--- src/eii_cfg.svh ---
`ifndef EII_CFG_SVH
`define EII_CFG_SVH
`define EII_OFS_FLAGS 32'hE01FC140
`define EII_OFS_WAKE 32'hE01FC144
`define EII_OFS_MODE 32'hE01FC148
`define EII_OFS_POL 32'hE01FC14C
`define EII_OFS_PDREQ 32'hE01FC150
`define EII_BIT_BOD_WAKE 14
`define EII_BIT_RTC_WAKE 15
`define EII_RST_FLAGS 4'h0
`define EII_RST_WAKE 16'h0000
`define EII_RST_MODE 4'h0
`define EII_RST_POL 4'h0
`endif

--- src/eii_pkg.sv ---
package eii_pkg;
  typedef enum logic [1:0] {
    EII_IDLE = 2'b00,
    EII_DONE = 2'b01
  } eii_bus_t;
  typedef logic [3:0] eii_nib_t;
endpackage

--- src/eii_top.sv ---
`timescale 1ns/1ps
`default_nettype none
`include "eii_cfg.svh"
// Behaviour
// - Four independent external interrupt inputs 0..3, each able to wake from power-down.
// - Selected pin with configured level or edge sets flag and raises controller request.
// - Level mode: flag sets while function selected and pin at active level.
// - Edge mode: flag sets when configured edge seen on selected pin.
// - Writing one clears flag; in level mode only while pin inactive.
// - Flags map to inputs 0..3, reset zero; bits 7:4 reserved.
// - Wake-enable bits 0..3 let asserted input wake processor; reset zero.
// - Wake only when the input function is mapped to some pin.
// - Wake is independent of interrupt controller enable.
// - Bit 14 enables brown-out wake, bit 15 enables clock alarm wake.
// - Mode bit 0 selects level, 1 selects edge; resets to 0.
// - Polarity 0 low/falling, 1 high/rising; resets to 0.
// - Inputs 0..2 take two candidate pins, input 3 takes three.
// - Low-active level: selected pin states combined with AND.
// - High-active level: selected pin states combined with OR.
// - Edge mode uses only lowest-numbered selected pin.
// - Only selected pins with controller enable produce interrupts.
// - Power-down entry refused while a flag that caused a wake stays set.
module eii_top #(
  parameter int NPIN = 3
) (
  input wire logic mclk,
  input wire logic rst,
  input wire logic [31:0] avs_address,
  input wire logic avs_read,
  input wire logic avs_write,
  input wire logic [31:0] avs_writedata,
  input wire logic [3:0] avs_byteenable,
  output logic [31:0] avs_readdata,
  output logic avs_waitrequest,
  output logic [1:0] avs_response,
  input wire logic [NPIN-1:0] pin_state_0,
  input wire logic [NPIN-1:0] pin_state_1,
  input wire logic [NPIN-1:0] pin_state_2,
  input wire logic [NPIN-1:0] pin_state_3,
  input wire logic [NPIN-1:0] pin_sel_0,
  input wire logic [NPIN-1:0] pin_sel_1,
  input wire logic [NPIN-1:0] pin_sel_2,
  input wire logic [NPIN-1:0] pin_sel_3,
  input wire logic [3:0] irq_ctrl_enable,
  input wire logic brownout_irq,
  input wire logic clock_alarm_irq,
  input wire logic power_down_active,
  output logic [3:0] irq_req,
  output logic wake_req,
  output logic power_down_enter
);
  import eii_pkg::*;

  // Input 0..2 use only candidates 0 and 1; candidate 2 is ignored for them.
  localparam logic [2:0] CAND_MASK_LO = 3'h3;
  localparam logic [2:0] CAND_MASK_HI = 3'h7;

  logic [3:0] flags_reg;
  logic [15:0] wake_reg;
  logic [3:0] sense_reg;
  logic [3:0] pol_reg;
  logic [3:0] woke_reg;
  logic [3:0] prev_reg;
  logic [NPIN-1:0] sync1_reg [4];
  logic [NPIN-1:0] sync2_reg [4];
  logic [NPIN-1:0] sel_reg [4];
  logic [3:0] sig_next;
  logic [3:0] any_sel;
  logic [3:0] active_lvl;
  logic [3:0] edge_hit;
  logic [3:0] set_next;
  logic [3:0] clr_req;
  logic pd_req;
  eii_bus_t bus_reg;

  logic [NPIN-1:0] sel1_reg [4];
  logic [3:0] sig_and;
  logic [3:0] sig_or;
  logic [3:0] sig_edge;

  logic wr_accept;
  logic wr_flags;
  logic wr_wake;
  logic wr_mode;
  logic wr_pol;
  logic rd_mapped;
  logic [31:0] rd_word;

  logic [3:0] wake_src;
  logic wake_any;
  logic pd_block;

  function automatic logic lowest_sel(input logic [NPIN-1:0] st, input logic [NPIN-1:0] sl);
    logic r;
    logic found;
    r = 1'b0;
    found = 1'b0;
    for (int i = 0; i < NPIN; i++) begin
      if (sl[i] && !found) begin
        r = st[i];
        found = 1'b1;
      end
    end
    return r;
  endfunction

  function automatic logic [NPIN-1:0] cand_mask(input int n);
    logic [NPIN-1:0] m;
    m = '0;
    for (int i = 0; i < NPIN; i++) begin
      m[i] = (n == 3) ? CAND_MASK_HI[i] : CAND_MASK_LO[i];
    end
    return m;
  endfunction

  // Full address decode; aliases inside the block are answered as unmapped.
  function automatic logic reg_hit(input logic [31:0] addr, input logic [31:0] ofs);
    return addr == ofs;
  endfunction

  // Narrow registers read back in the low bits with zeros above.
  function automatic logic [31:0] pad_nib(input logic [3:0] v);
    return {28'h0, v};
  endfunction

  // Pin levels pass two flip-flops before any use.
  always_ff @(posedge mclk or posedge rst) begin
    if (rst) begin
      for (int n = 0; n < 4; n++) begin
        sync1_reg[n] <= '0;
      end
    end else begin
      sync1_reg[0] <= pin_state_0;
      sync1_reg[1] <= pin_state_1;
      sync1_reg[2] <= pin_state_2;
      sync1_reg[3] <= pin_state_3;
    end
  end

  always_ff @(posedge mclk or posedge rst) begin
    if (rst) begin
      for (int n = 0; n < 4; n++) begin
        sync2_reg[n] <= '0;
      end
    end else begin
      for (int n = 0; n < 4; n++) begin
        sync2_reg[n] <= sync1_reg[n];
      end
    end
  end

  // The selection takes the same two stages, so a pin and its select change together.
  always_ff @(posedge mclk or posedge rst) begin
    if (rst) begin
      for (int n = 0; n < 4; n++) begin
        sel1_reg[n] <= '0;
      end
    end else begin
      sel1_reg[0] <= pin_sel_0 & cand_mask(0);
      sel1_reg[1] <= pin_sel_1 & cand_mask(1);
      sel1_reg[2] <= pin_sel_2 & cand_mask(2);
      sel1_reg[3] <= pin_sel_3 & cand_mask(3);
    end
  end

  always_ff @(posedge mclk or posedge rst) begin
    if (rst) begin
      for (int n = 0; n < 4; n++) begin
        sel_reg[n] <= '0;
      end
    end else begin
      for (int n = 0; n < 4; n++) begin
        sel_reg[n] <= sel1_reg[n];
      end
    end
  end

  // Each input's pins are merged per mode before any level or edge test.
  always_comb begin
    for (int n = 0; n < 4; n++) begin
      any_sel[n] = |sel_reg[n];
      sig_and[n] = &(sync2_reg[n] | ~sel_reg[n]);
      sig_or[n] = |(sync2_reg[n] & sel_reg[n]);
      sig_edge[n] = lowest_sel(sync2_reg[n], sel_reg[n]);
      case ({sense_reg[n], pol_reg[n]})
        2'b00: begin
          sig_next[n] = sig_and[n];
        end
        2'b01: begin
          sig_next[n] = sig_or[n];
        end
        default: begin
          sig_next[n] = sig_edge[n];
        end
      endcase
    end
  end

  always_comb begin
    for (int n = 0; n < 4; n++) begin
      active_lvl[n] = any_sel[n] && (sig_next[n] == pol_reg[n]);
      edge_hit[n] = any_sel[n] && (sig_next[n] != prev_reg[n]) &&
                    (sig_next[n] == pol_reg[n]);
      set_next[n] = sense_reg[n] ? edge_hit[n] : active_lvl[n];
    end
  end

  always_ff @(posedge mclk or posedge rst) begin
    if (rst) begin
      prev_reg <= 4'h0;
    end else begin
      prev_reg <= sig_next;
    end
  end

  // A write takes effect at the edge where the master samples waitrequest low.
  assign wr_accept = avs_write && !avs_waitrequest && bus_reg == EII_DONE;
  assign wr_flags = wr_accept && reg_hit(avs_address, `EII_OFS_FLAGS) && avs_byteenable[0];
  assign wr_wake = wr_accept && reg_hit(avs_address, `EII_OFS_WAKE);
  assign wr_mode = wr_accept && reg_hit(avs_address, `EII_OFS_MODE) && avs_byteenable[0];
  assign wr_pol = wr_accept && reg_hit(avs_address, `EII_OFS_POL) && avs_byteenable[0];
  assign pd_req = wr_accept && reg_hit(avs_address, `EII_OFS_PDREQ) && avs_byteenable[0] &&
                  avs_writedata[0];

  always_comb begin
    clr_req = 4'h0;
    if (wr_flags) begin
      clr_req = avs_writedata[3:0];
    end
  end

  // A set in the same cycle as a clear wins; level clears are blocked while active.
  always_ff @(posedge mclk or posedge rst) begin
    if (rst) begin
      flags_reg <= `EII_RST_FLAGS;
    end else begin
      for (int n = 0; n < 4; n++) begin
        if (set_next[n]) begin
          flags_reg[n] <= 1'b1;
        end else if (clr_req[n]) begin
          flags_reg[n] <= 1'b0;
        end
      end
    end
  end

  // Wake sources are gathered apart from the controller enables.
  always_comb begin
    wake_src = flags_reg & wake_reg[3:0] & any_sel;
    wake_any = |wake_src || (brownout_irq && wake_reg[`EII_BIT_BOD_WAKE]) ||
               (clock_alarm_irq && wake_reg[`EII_BIT_RTC_WAKE]);
  end

  assign pd_block = woke_reg != 4'h0;

  // Remembers which flags woke the processor, for power-down refusal.
  always_ff @(posedge mclk or posedge rst) begin
    if (rst) begin
      woke_reg <= 4'h0;
    end else begin
      woke_reg <= (woke_reg & flags_reg) | (power_down_active ? wake_src : 4'h0);
    end
  end

  always_ff @(posedge mclk or posedge rst) begin
    if (rst) begin
      wake_reg <= `EII_RST_WAKE;
    end else if (wr_wake) begin
      if (avs_byteenable[0]) begin
        wake_reg[3:0] <= avs_writedata[3:0];
      end
      if (avs_byteenable[1]) begin
        wake_reg[15:14] <= avs_writedata[15:14];
      end
    end
  end

  always_ff @(posedge mclk or posedge rst) begin
    if (rst) begin
      sense_reg <= `EII_RST_MODE;
    end else if (wr_mode) begin
      sense_reg <= avs_writedata[3:0];
    end
  end

  always_ff @(posedge mclk or posedge rst) begin
    if (rst) begin
      pol_reg <= `EII_RST_POL;
    end else if (wr_pol) begin
      pol_reg <= avs_writedata[3:0];
    end
  end

  // Request toward the controller follows the flag, the enable and the pin selection.
  always_ff @(posedge mclk or posedge rst) begin
    if (rst) begin
      irq_req <= 4'h0;
    end else begin
      irq_req <= flags_reg & irq_ctrl_enable & any_sel;
    end
  end

  always_ff @(posedge mclk or posedge rst) begin
    if (rst) begin
      wake_req <= 1'b0;
    end else begin
      wake_req <= wake_any;
    end
  end

  // Entry is a one-cycle pulse, held back while a flag that woke the processor is set.
  always_ff @(posedge mclk or posedge rst) begin
    if (rst) begin
      power_down_enter <= 1'b0;
    end else if (pd_req && !pd_block) begin
      power_down_enter <= 1'b1;
    end else begin
      power_down_enter <= 1'b0;
    end
  end

  // Read data for the addressed register; an unmapped address reads as zero.
  always_comb begin
    rd_mapped = 1'b1;
    rd_word = 32'h0;
    case (avs_address)
      `EII_OFS_FLAGS: rd_word = pad_nib(flags_reg);
      `EII_OFS_WAKE: rd_word = {16'h0, wake_reg[15:14], 10'h0, wake_reg[3:0]};
      `EII_OFS_MODE: rd_word = pad_nib(sense_reg);
      `EII_OFS_POL: rd_word = pad_nib(pol_reg);
      `EII_OFS_PDREQ: rd_word = {31'h0, pd_block};
      default: rd_mapped = 1'b0;
    endcase
  end

  // Avalon slave: every access takes one wait cycle and is answered on the next edge.
  always_ff @(posedge mclk or posedge rst) begin
    if (rst) begin
      bus_reg <= EII_IDLE;
      avs_waitrequest <= 1'b1;
      avs_readdata <= 32'h0;
      avs_response <= 2'h0;
    end else begin
      case (bus_reg)
        EII_IDLE: begin
          if (avs_read || avs_write) begin
            bus_reg <= EII_DONE;
            avs_waitrequest <= 1'b0;
            avs_readdata <= rd_word;
            avs_response <= rd_mapped ? 2'h0 : 2'h3;
          end
        end
        EII_DONE: begin
          bus_reg <= EII_IDLE;
          avs_waitrequest <= 1'b1;
          avs_response <= 2'h0;
        end
        default: begin
          bus_reg <= EII_IDLE;
          avs_waitrequest <= 1'b1;
        end
      endcase
    end
  end
endmodule
`default_nettype wire

--- config.mk ---
export PLATFORM = sky130hd
export DESIGN_NAME = eii_top
export DESIGN_NICKNAME = d
export VERILOG_FILES = /design/src/eii_pkg.sv /design/src/eii_top.sv
export VERILOG_INCLUDE_DIRS = /design/src /design/src/src
export SDC_FILE = /design/constraint.sdc
export NUM_CORES = 1
export LEC_CHECK = 0
export BUFFER_PORTS_ARGS = -buffer_cell sky130_fd_sc_hd__buf_2
export CORE_MARGIN = 2
export CORE_UTILIZATION = 51
export DETAILED_ROUTE_END_ITERATION = 8
export PLACE_DENSITY = 0.95
export REMOVE_ABC_BUFFERS = 1
export SYNTH_ARGS = -nofsm -noshare
export SYNTH_HDL_FRONTEND = slang
export SYNTH_SLANG_ARGS = --single-unit
--- constraint.sdc ---
create_clock -name mclk -period 5.9 [get_ports mclk]
set_input_delay 1.18 -clock mclk [delete_from_list [all_inputs] [get_ports mclk]]
set_output_delay 1.18 -clock mclk [all_outputs]
set_load 0.02 [all_outputs]
==> results of run 1 <==
[through the flow]
step	hold slack (ps)	instance area, um^2	std cells	total power [mW]	utilization (%)
global route	354	4000	447	1.05	62.2
detailed placement	336	3820	431	0.667	59.5
floorplan	331	3300	270	0.623	-
CTS	352	4000	447	1.02	62.2
finish	350	4000	447	1.01	62.2
global placement	332	3820	431	0.662	59.5
[critical path, stage by stage]
cell and delay, ps:
buf_2 110, nor4b_4 340, nand4_4 280, nor3_4 370
mux2_1 370
[final timing paths]
path / startpoint / endpoint / slack (ps) / cells past startpoint
setup / recovery: avs_address[9] / pol_reg[1]$_DFFE_PP0P_ / 3480 / 5
hold / removal: sync1_reg[9]$_DFF_PP0_ / sync2_reg[9]$_DFF_PP0_ / 350 / 0
min in group asynchronous: rst / sel_reg[4]$_DFF_PP0_ / 1110 / 3
hold reg to reg: sync1_reg[9]$_DFF_PP0_ / sync2_reg[9]$_DFF_PP0_ / 350 / 0
max in group asynchronous: rst / avs_readdata[0]$_DFFE_PP0P_ / 4170 / 3
setup reg to reg: avs_waitrequest$_DFFE_PP1P_ / sense_reg[0]$_DFFE_PP0P_ / 4140 / 4
[metal layers]
| metal | track usage (%) | up-vias | wire [um] |
|---|---|---|---|
| met2 | 32.1 | 103 | 3430 |
| li1 | - | 1133 | - |
| met1 | 22.5 | 1174 | 2740 |
| met4 | 9.38 | 0 | 208 |
| met5 | 0 | - | 0 |
| met3 | 4.52 | 20 | 421 |
[cell families (layout without fill, tap and decap cells)]
family,count (synthesis),in the layout
mux,18,18
simple gates,96,96
compound gates,46,46
flops,77,77
buf+inv,38,107
other cells,1,26
[power breakdown]
group,switching (mW),internal (mW),total [mW]
clock network,0.187,0.165,0.352
registers,0.0110,0.547,0.558
logic,0.0617,0.0365,0.0981
total,0.260,0.749,1.01
[synth_stat cells (all sizes together)]
| cell | count |
|---|---|
| nand3 | 10 |
| nor2 | 5 |
| dfrtp | 76 |
| and2 | 2 |
| dfstp | 1 |
| o22a | 1 |
| a21o | 2 |
| nor4 | 3 |
| a22oi | 2 |
| nor4b | 2 |
| and3 | 6 |
| nand2b | 8 |
| buf | 28 |
| nand4 | 5 |
| a22o | 2 |
| mux2 | 15 |
| o21ai | 7 |
| and4b | 2 |
| o31a | 1 |
| o211a | 3 |
| and4bb | 2 |
| a21oi | 2 |
| clkbuf | 3 |
| nor2b | 6 |
| o211ai | 5 |
| a211oi | 1 |
| a31oi | 6 |
| o31ai | 11 |
| a221oi | 2 |
| nand2 | 21 |
| nor3b | 1 |
| nand4b | 3 |
| nand3b | 4 |
| mux4 | 3 |
| or2 | 4 |
| and3b | 4 |
| conb | 1 |
| nor3 | 5 |
| inv | 7 |
| or3 | 3 |
| a2bb2oi | 1 |
[cell type report]
cell class                 count  area (um^2)  area share [%]
tap                           77         96.3            2.41
inverter                       7         26.3           0.657
clock inverter                 5         35.0           0.876
timing repair buffer          84          423            10.6
sequential                    77         1930            48.2
multi-input combinational    186         1350            33.7
clock buffer                  11          141            3.54
[layout by cell type, fill, tap and decap left out, drive strengths merged, types with 3 or more instances in the layout]
master,count
a31oi,6
and3,6
and3b,4
buf,84
clkbuf,11
clkinv,3
conb,26
dfrtp,76
inv,8
mux2,15
mux4,3
nand2,21
nand2b,8
nand3,10
nand3b,4
nand4,5
nand4b,3
nor2,5
nor2b,6
nor3,5
nor4,3
o211a,3
o211ai,5
o21ai,7
o31ai,11
or2,4
or3,3
==> impl.org, run 1 <==
** Run status
- The flow ran to the end, and the final reports show no timing, DRC or antenna violations.

** Logic synthesis
- Counting every instance in the synthesized netlist gives 276.
- Synthesized area per cell :: 12.4 um^2
- The synthesized netlist devotes 9.68% of its cell area to compound gates.
- The mapped netlist covers 3430 um^2.
- By area, the combinational part of the netlist is dominated by simple AND/OR/NAND/NOR gates.
- Area leader, netlist :: dfrtp_1
- Flip-flop and latch count after synthesis :: 77
- Of the post-synthesis cell area, the part taken by muxes is 6.90%.
- Area share of xor/xnor cells in the synthesized design :: 0%
- Yosys printed 0 warnings.
- Of the total synthesized cell area, the portion taken by full adders, half adders and majority gates is 0%.
- By area the synthesized netlist is led by dfrtp_1 55%, buf_4 5.9%, mux2_1 2.6%, o31ai_1 2.4%, mux2_2 2.3%.
- Of the total synthesized cell area, the portion taken by AND, OR, NAND and NOR gates is 19.9%.
- Number of library cell types mapped by synthesis :: 48
- The top cell type by area accounts for 55.5% of the synthesized area.
- Fraction of the yosys area taken by sequential cells :: 56.3%

** CTS
- Maximum count of clock buffers along a single path :: 2
- The number of gates resized after CTS was 0.
- Clk sink count :: 77
- Source-to-sink clock delay at the later pin of the worst-skew pair :: 350 ps
- TritonCTS clock tree :: done
- In this run, post-CTS hold repair placed 0 buffers.
- Clock slew seen by the registers of the worst setup and hold paths :: 80 ps
- Root buf cell :: clkbuf_8
- TritonCTS created 9 clock buffers.
- The H-tree was split into 3 levels.
- Buffers added to address setup during post-CTS repair amount to 0.

** Finish
- Count of antenna diodes in the layout :: 0
- Area Growth Syn to Fin :: 16.6%
- Final net count :: 468
- Of the cells placed in the final design, the portion with a size suffix greater than 1 is 34.1%.
- After filler insertion, the fill cell instance count of the layout stands at 497.

** Detailed routing
- Starting DRT DRC Count :: 199
- After detailed routing, the number of remaining DRC violations is 0.
- The detail route stage leaves a number of antenna-violating nets equal to 0.
- Vias post-DR :: 2,430
- After detailed routing, the total wire length is 6.80 mm.
- Number of search-and-repair iterations in the first detailed-routing pass :: 4
- Detailed-route wire length per cell :: 15.2 um
- In the routed layout, each cell is associated on average with a via count of 5.44.

** Setup path
- The setup path with the least slack is of type in2reg.
- For the worst setup path, the data required time is 6130 ps.
- Worst setup SP type :: input port
- Max FO, Critical Path :: 9
- Data arrival at the endpoint of the critical path :: 2650 ps
- Type of destination of the critical path :: register

** Die
- Once the floorplan was initialized, standard cells occupied 53.4% of the core.
- Horizontal extent of the die :: 86.0 um
- Io pins :: 144
- Measured along the y axis, the die boundary spans 86.0 um.
- The floorplan step defined a die boundary enclosing 7390 um^2.
- CORE AREA :: 6420 um^2
- Num rows :: 29

** Global route
- The via count of the first global-routing pass was 2,339.
- Number of antenna violations at the first check in global routing :: 0
- The total overflow left after global routing is 0.
- The first global-routing pass estimated 10.8 mm of wire.
- Largest net degree at the start of global routing :: 78
- GRT Util Overall :: 18.9%

** Timing
- Total Negative Setup Slacks :: 0 ps
- Measured against its own limit, the worst slew margin works out to 37.3%.
- Setup violations remaining at the end of the flow were counted as 0.
- Final hold violation count :: 0
- Ratio of final minimum period to clock period :: 41.0%
- The routed design could run at a clock period as short as 2420 ps.
- At the pin with the least slew margin, the transition time is 940 ps.
- Setup slack closes at 3480 ps.
- Setup repair after global routing left no endpoint under its margin.
- Clock skew on the completed layout was measured at 8.47 ps.
- Final-report max-slew violation count :: 0
- Maximum clock frequency :: 413 MHz

** Hold path
- The path class of the tightest hold or removal check is reg2reg.

** Pwr
- Leak Pwr :: 2.01 nW
- Worst-case vdd ir drop :: 0.195 mV
- Ratio of total power to cell area :: 252 nW/um^2

** Flow run
- Max Cap Viol :: 0

** Placed design
- After legalization and detailed placement, the total HPWL measured 5.00 mm.
- At the placement stage, the worst setup path has a slack of 3110 ps.
- RePlAce Congestion :: 0.814
- Port buffering added 83 buffers.
(Power assumes the default switching activity.)
==> run 2: changes to the inputs <==
- CORE_UTILIZATION: 51 -> 48
- PLACE_DENSITY: 0.95 -> 0.91
- clock period: 5.9 -> 2.45 ns (I/O delays scaled with it)
==> impl.org, run 2 (synthesis results as in run 1) <==
** Finish
- Leaving out fill and tap cells, the most frequent cell in the layout is buf_2.
- The share of cells above drive strength 1 was 34.1% (unchanged).
- The final design area excluding fillers was 4070 um^2 (+1.8%).
- Commonest cells after routing, fill and taps aside :: 83 x buf_2, 76 x dfrtp_1, 26 x conb_1
- Final net count :: 468 (unchanged)
- The number of inserted filler cells in the final layout came to 557 (+12%).
- From synthesis to final layout, the design area changed by 18.7%.
- The sequential cell area is 1930 um^2 (unchanged).
- The area of the multi-input gates was 1350 um^2 (unchanged).
- The number of antenna repair diodes was 0 (unchanged).
- The count of placed standard cells in the final layout, fillers left out came to 466 (+4.3%).

** Detailed routing
- The aggregate routed wire length came to 6.62 mm (-2.7%).
- The average vias per placed instance was 5.23 (-3.7%).
- Starting DRT DRC Count :: 191 (-4.0%)
- The number of iterations in the first detailed-routing pass was 4 (unchanged).
- The routed length per placed instance is 14.2 um (-6.6%).
- The number of routed nets with antenna violations was 0 (unchanged).
- The via count was 2,439 (+0.37%).
- Total DRC errors in the routed layout :: 0 (unchanged)

** Placed design
- Number of buffers added on ports :: 83 (unchanged)
- The placed instance count came to 450 (+4.4%).
- The final HPWL from detailed placement is 4.91 mm (-1.8%).
- RePlAce Congestion :: 0.867 (+6.6%)
- The total cell area at the placement stage was 3860 um^2 (+0.95%).
- The post-placement setup slack came to 297 ps (-2810 ps).

** Die
- Effective utilization at floorplan :: 49.9% (-3.5 points)
- The floorplan die width came to 88.5 um (+2.9%).
- The placeable core region came to 6870 um^2 (+7.0%).
- Die Ht :: 88.5 um (+2.9%)
- Num rows :: 30 (+3.4%)
- Die Area :: 7830 um^2 (+5.9%)
- The count of boundary I/O pins was 144 (unchanged).

** Pwr
- Worst-case vdd ir drop :: 0.290 mV (+49%)
- Leak Pwr :: 2.03 nW (+1.0%)
- Ratio of total power to cell area :: 633 nW/um^2 (+150%)

** Global route
- The combined global-route utilization of all metal layers came to 18.8% (-0.099 points).
- The pin count of the biggest net entering global routing came to 51 (-35%).
- The via count of the first global-routing pass came to 2,407 (+2.9%).
- The aggregate global routing overflow is 0 (unchanged).
- The global-route wire length before repair is 11.0 mm (+2.2%).
- Number of antenna violations at the first check in global routing :: 0 (unchanged)

** Timing
- The headroom to the max-slew limit was 62.0% (+25 points).
- The slew of the pin with the lowest slew margin was 569 ps (-372 ps).
- Setup repair after global routing left no endpoint under its margin.
- The final setup violation count was 0 (unchanged).
- The setup TNS was 0 ps (unchanged).
- Counting I/O delays and the setup requirement, the final critical path takes 1810 ps.
- The final-layout worst hold slack was 188 ps (-163 ps).
- The final-report hold violation count was 0 (unchanged).
- Final-report max-slew violation count :: 0 (unchanged)
- Derived from the worst setup path, the maximum achievable clock frequency is 554 MHz.
- The final setup slack of the worst path was 644 ps (-2840 ps).
- The setup clock skew after layout came to 12.9 ps (+4.39 ps).
- Ratio of final minimum period to clock period :: 73.7%

** CTS
- Maximum count of clock buffers along a single path :: 2 (unchanged)
- Post-cts sizing count :: 0 (unchanged)
- Setup bufs post-CTS :: 0 (unchanged)
- The number of clock sinks came to 77 (unchanged).
- Root buf cell :: clkbuf_8
- The later-pin clock latency in the skew report came to 350 ps (about the same).
- The hold buffer count at CTS is 0 (unchanged).
- The clock-pin slew on the worst setup and hold paths is 80 ps (about the same).
- TritonCTS built the clock tree.
- The H-tree depth is 3 (unchanged).
- Clock buffer count from CTS :: 9 (unchanged)

** Setup path
- The required time at the worst-slack endpoint was 2690 ps (-3440 ps).
- The critical path is of the reg2reg type.
- Maximum cell stage delay along the critical path :: 480 ps (+110 ps)
- STA classifies the critical path endpoint as a register.
- The largest driver fanout on the critical path is 8 (-1).
- For this design, the slowest cell found on the critical path is and4b_1.
- WP buf/inv :: 0 (-1)
- Cells along the critical path :: and4b_1 -> nand3b_1 -> nor3_4 -> mux2_2
- Data arrival at the endpoint of the critical path :: 2050 ps (-600 ps)
- STA classifies the critical path startpoint as a register.
- Grouping stages by cell kind, the critical path spends the most delay in simple AND/OR/NAND/NOR gates.

** Flow run
- The number of max-cap violations was 0 (unchanged).

** Hold path
- The path class of the tightest hold or removal check is in2async.

** Run status
- The run finished with clean final reports.
==> run 2: cell count changes in the layout (fill, tap and decap cells not counted), sizes merged <==
cell and delta:
clkbuf +2, bufinv +1, clkinv -2, inv -1
==> run 2: routing by layer <==
| metal | up-vias | global-route usage, % | part of all wire (%) |
|---|---|---|---|
| met5 | - | 0 | 0 |
| met3 | 12 | 5.88 | 7.1 |
| li1 | 1142 | - | - |
| met4 | 0 | 9.37 | 1.3 |
| met2 | 114 | 30.8 | 53 |
| met1 | 1171 | 22.7 | 39 |
==> run 2: stage by stage <==
stage / util [%] / power [mW]
after floorplan: - / 1.50
after global placement: 56.2 / 1.60
after detailed placement: 56.2 / 1.61
after CTS: 59.2 / 2.59
after global routing: 59.2 / 2.70
final: 59.2 / 2.58
==> run 2: area by class of cell <==
class / instances / area share, %
clock buffer: 13 / 4.15
tap: 96 / 2.95
sequential: 77 / 47.4
clock inverter: 3 / 1.05
multi-input combinational: 186 / 33.1
inverter: 7 / 0.646
timing repair buffer: 84 / 10.7
==> run 2: worst paths after layout <==
check,slack [ps],start,cells after the start,end
setup reg to reg,640,avs_waitrequest$_DFFE_PP1P_,4,sense_reg[1]$_DFFE_PP0P_
min in group mclk,240,pin_state_2[0],1,sync1_reg[3]$_DFF_PP0_
max in group asynchronous,1560,rst,3,avs_waitrequest$_DFFE_PP1P_
hold reg to reg,350,sync1_reg[6]$_DFF_PP0_,0,sync2_reg[6]$_DFF_PP0_
hold / removal,190,rst,2,sense_reg[0]$_DFFE_PP0P_
setup / recovery,640,avs_waitrequest$_DFFE_PP1P_,4,sense_reg[1]$_DFFE_PP0P_
==> run 2: where the power goes <==
| part | internal [mW] | switching (mW) |
|---|---|---|
| logic | 0.0901 | 0.148 |
| registers | 1.32 | 0.0243 |
| clock network | 0.553 | 0.442 |
| total | 1.96 | 0.614 |
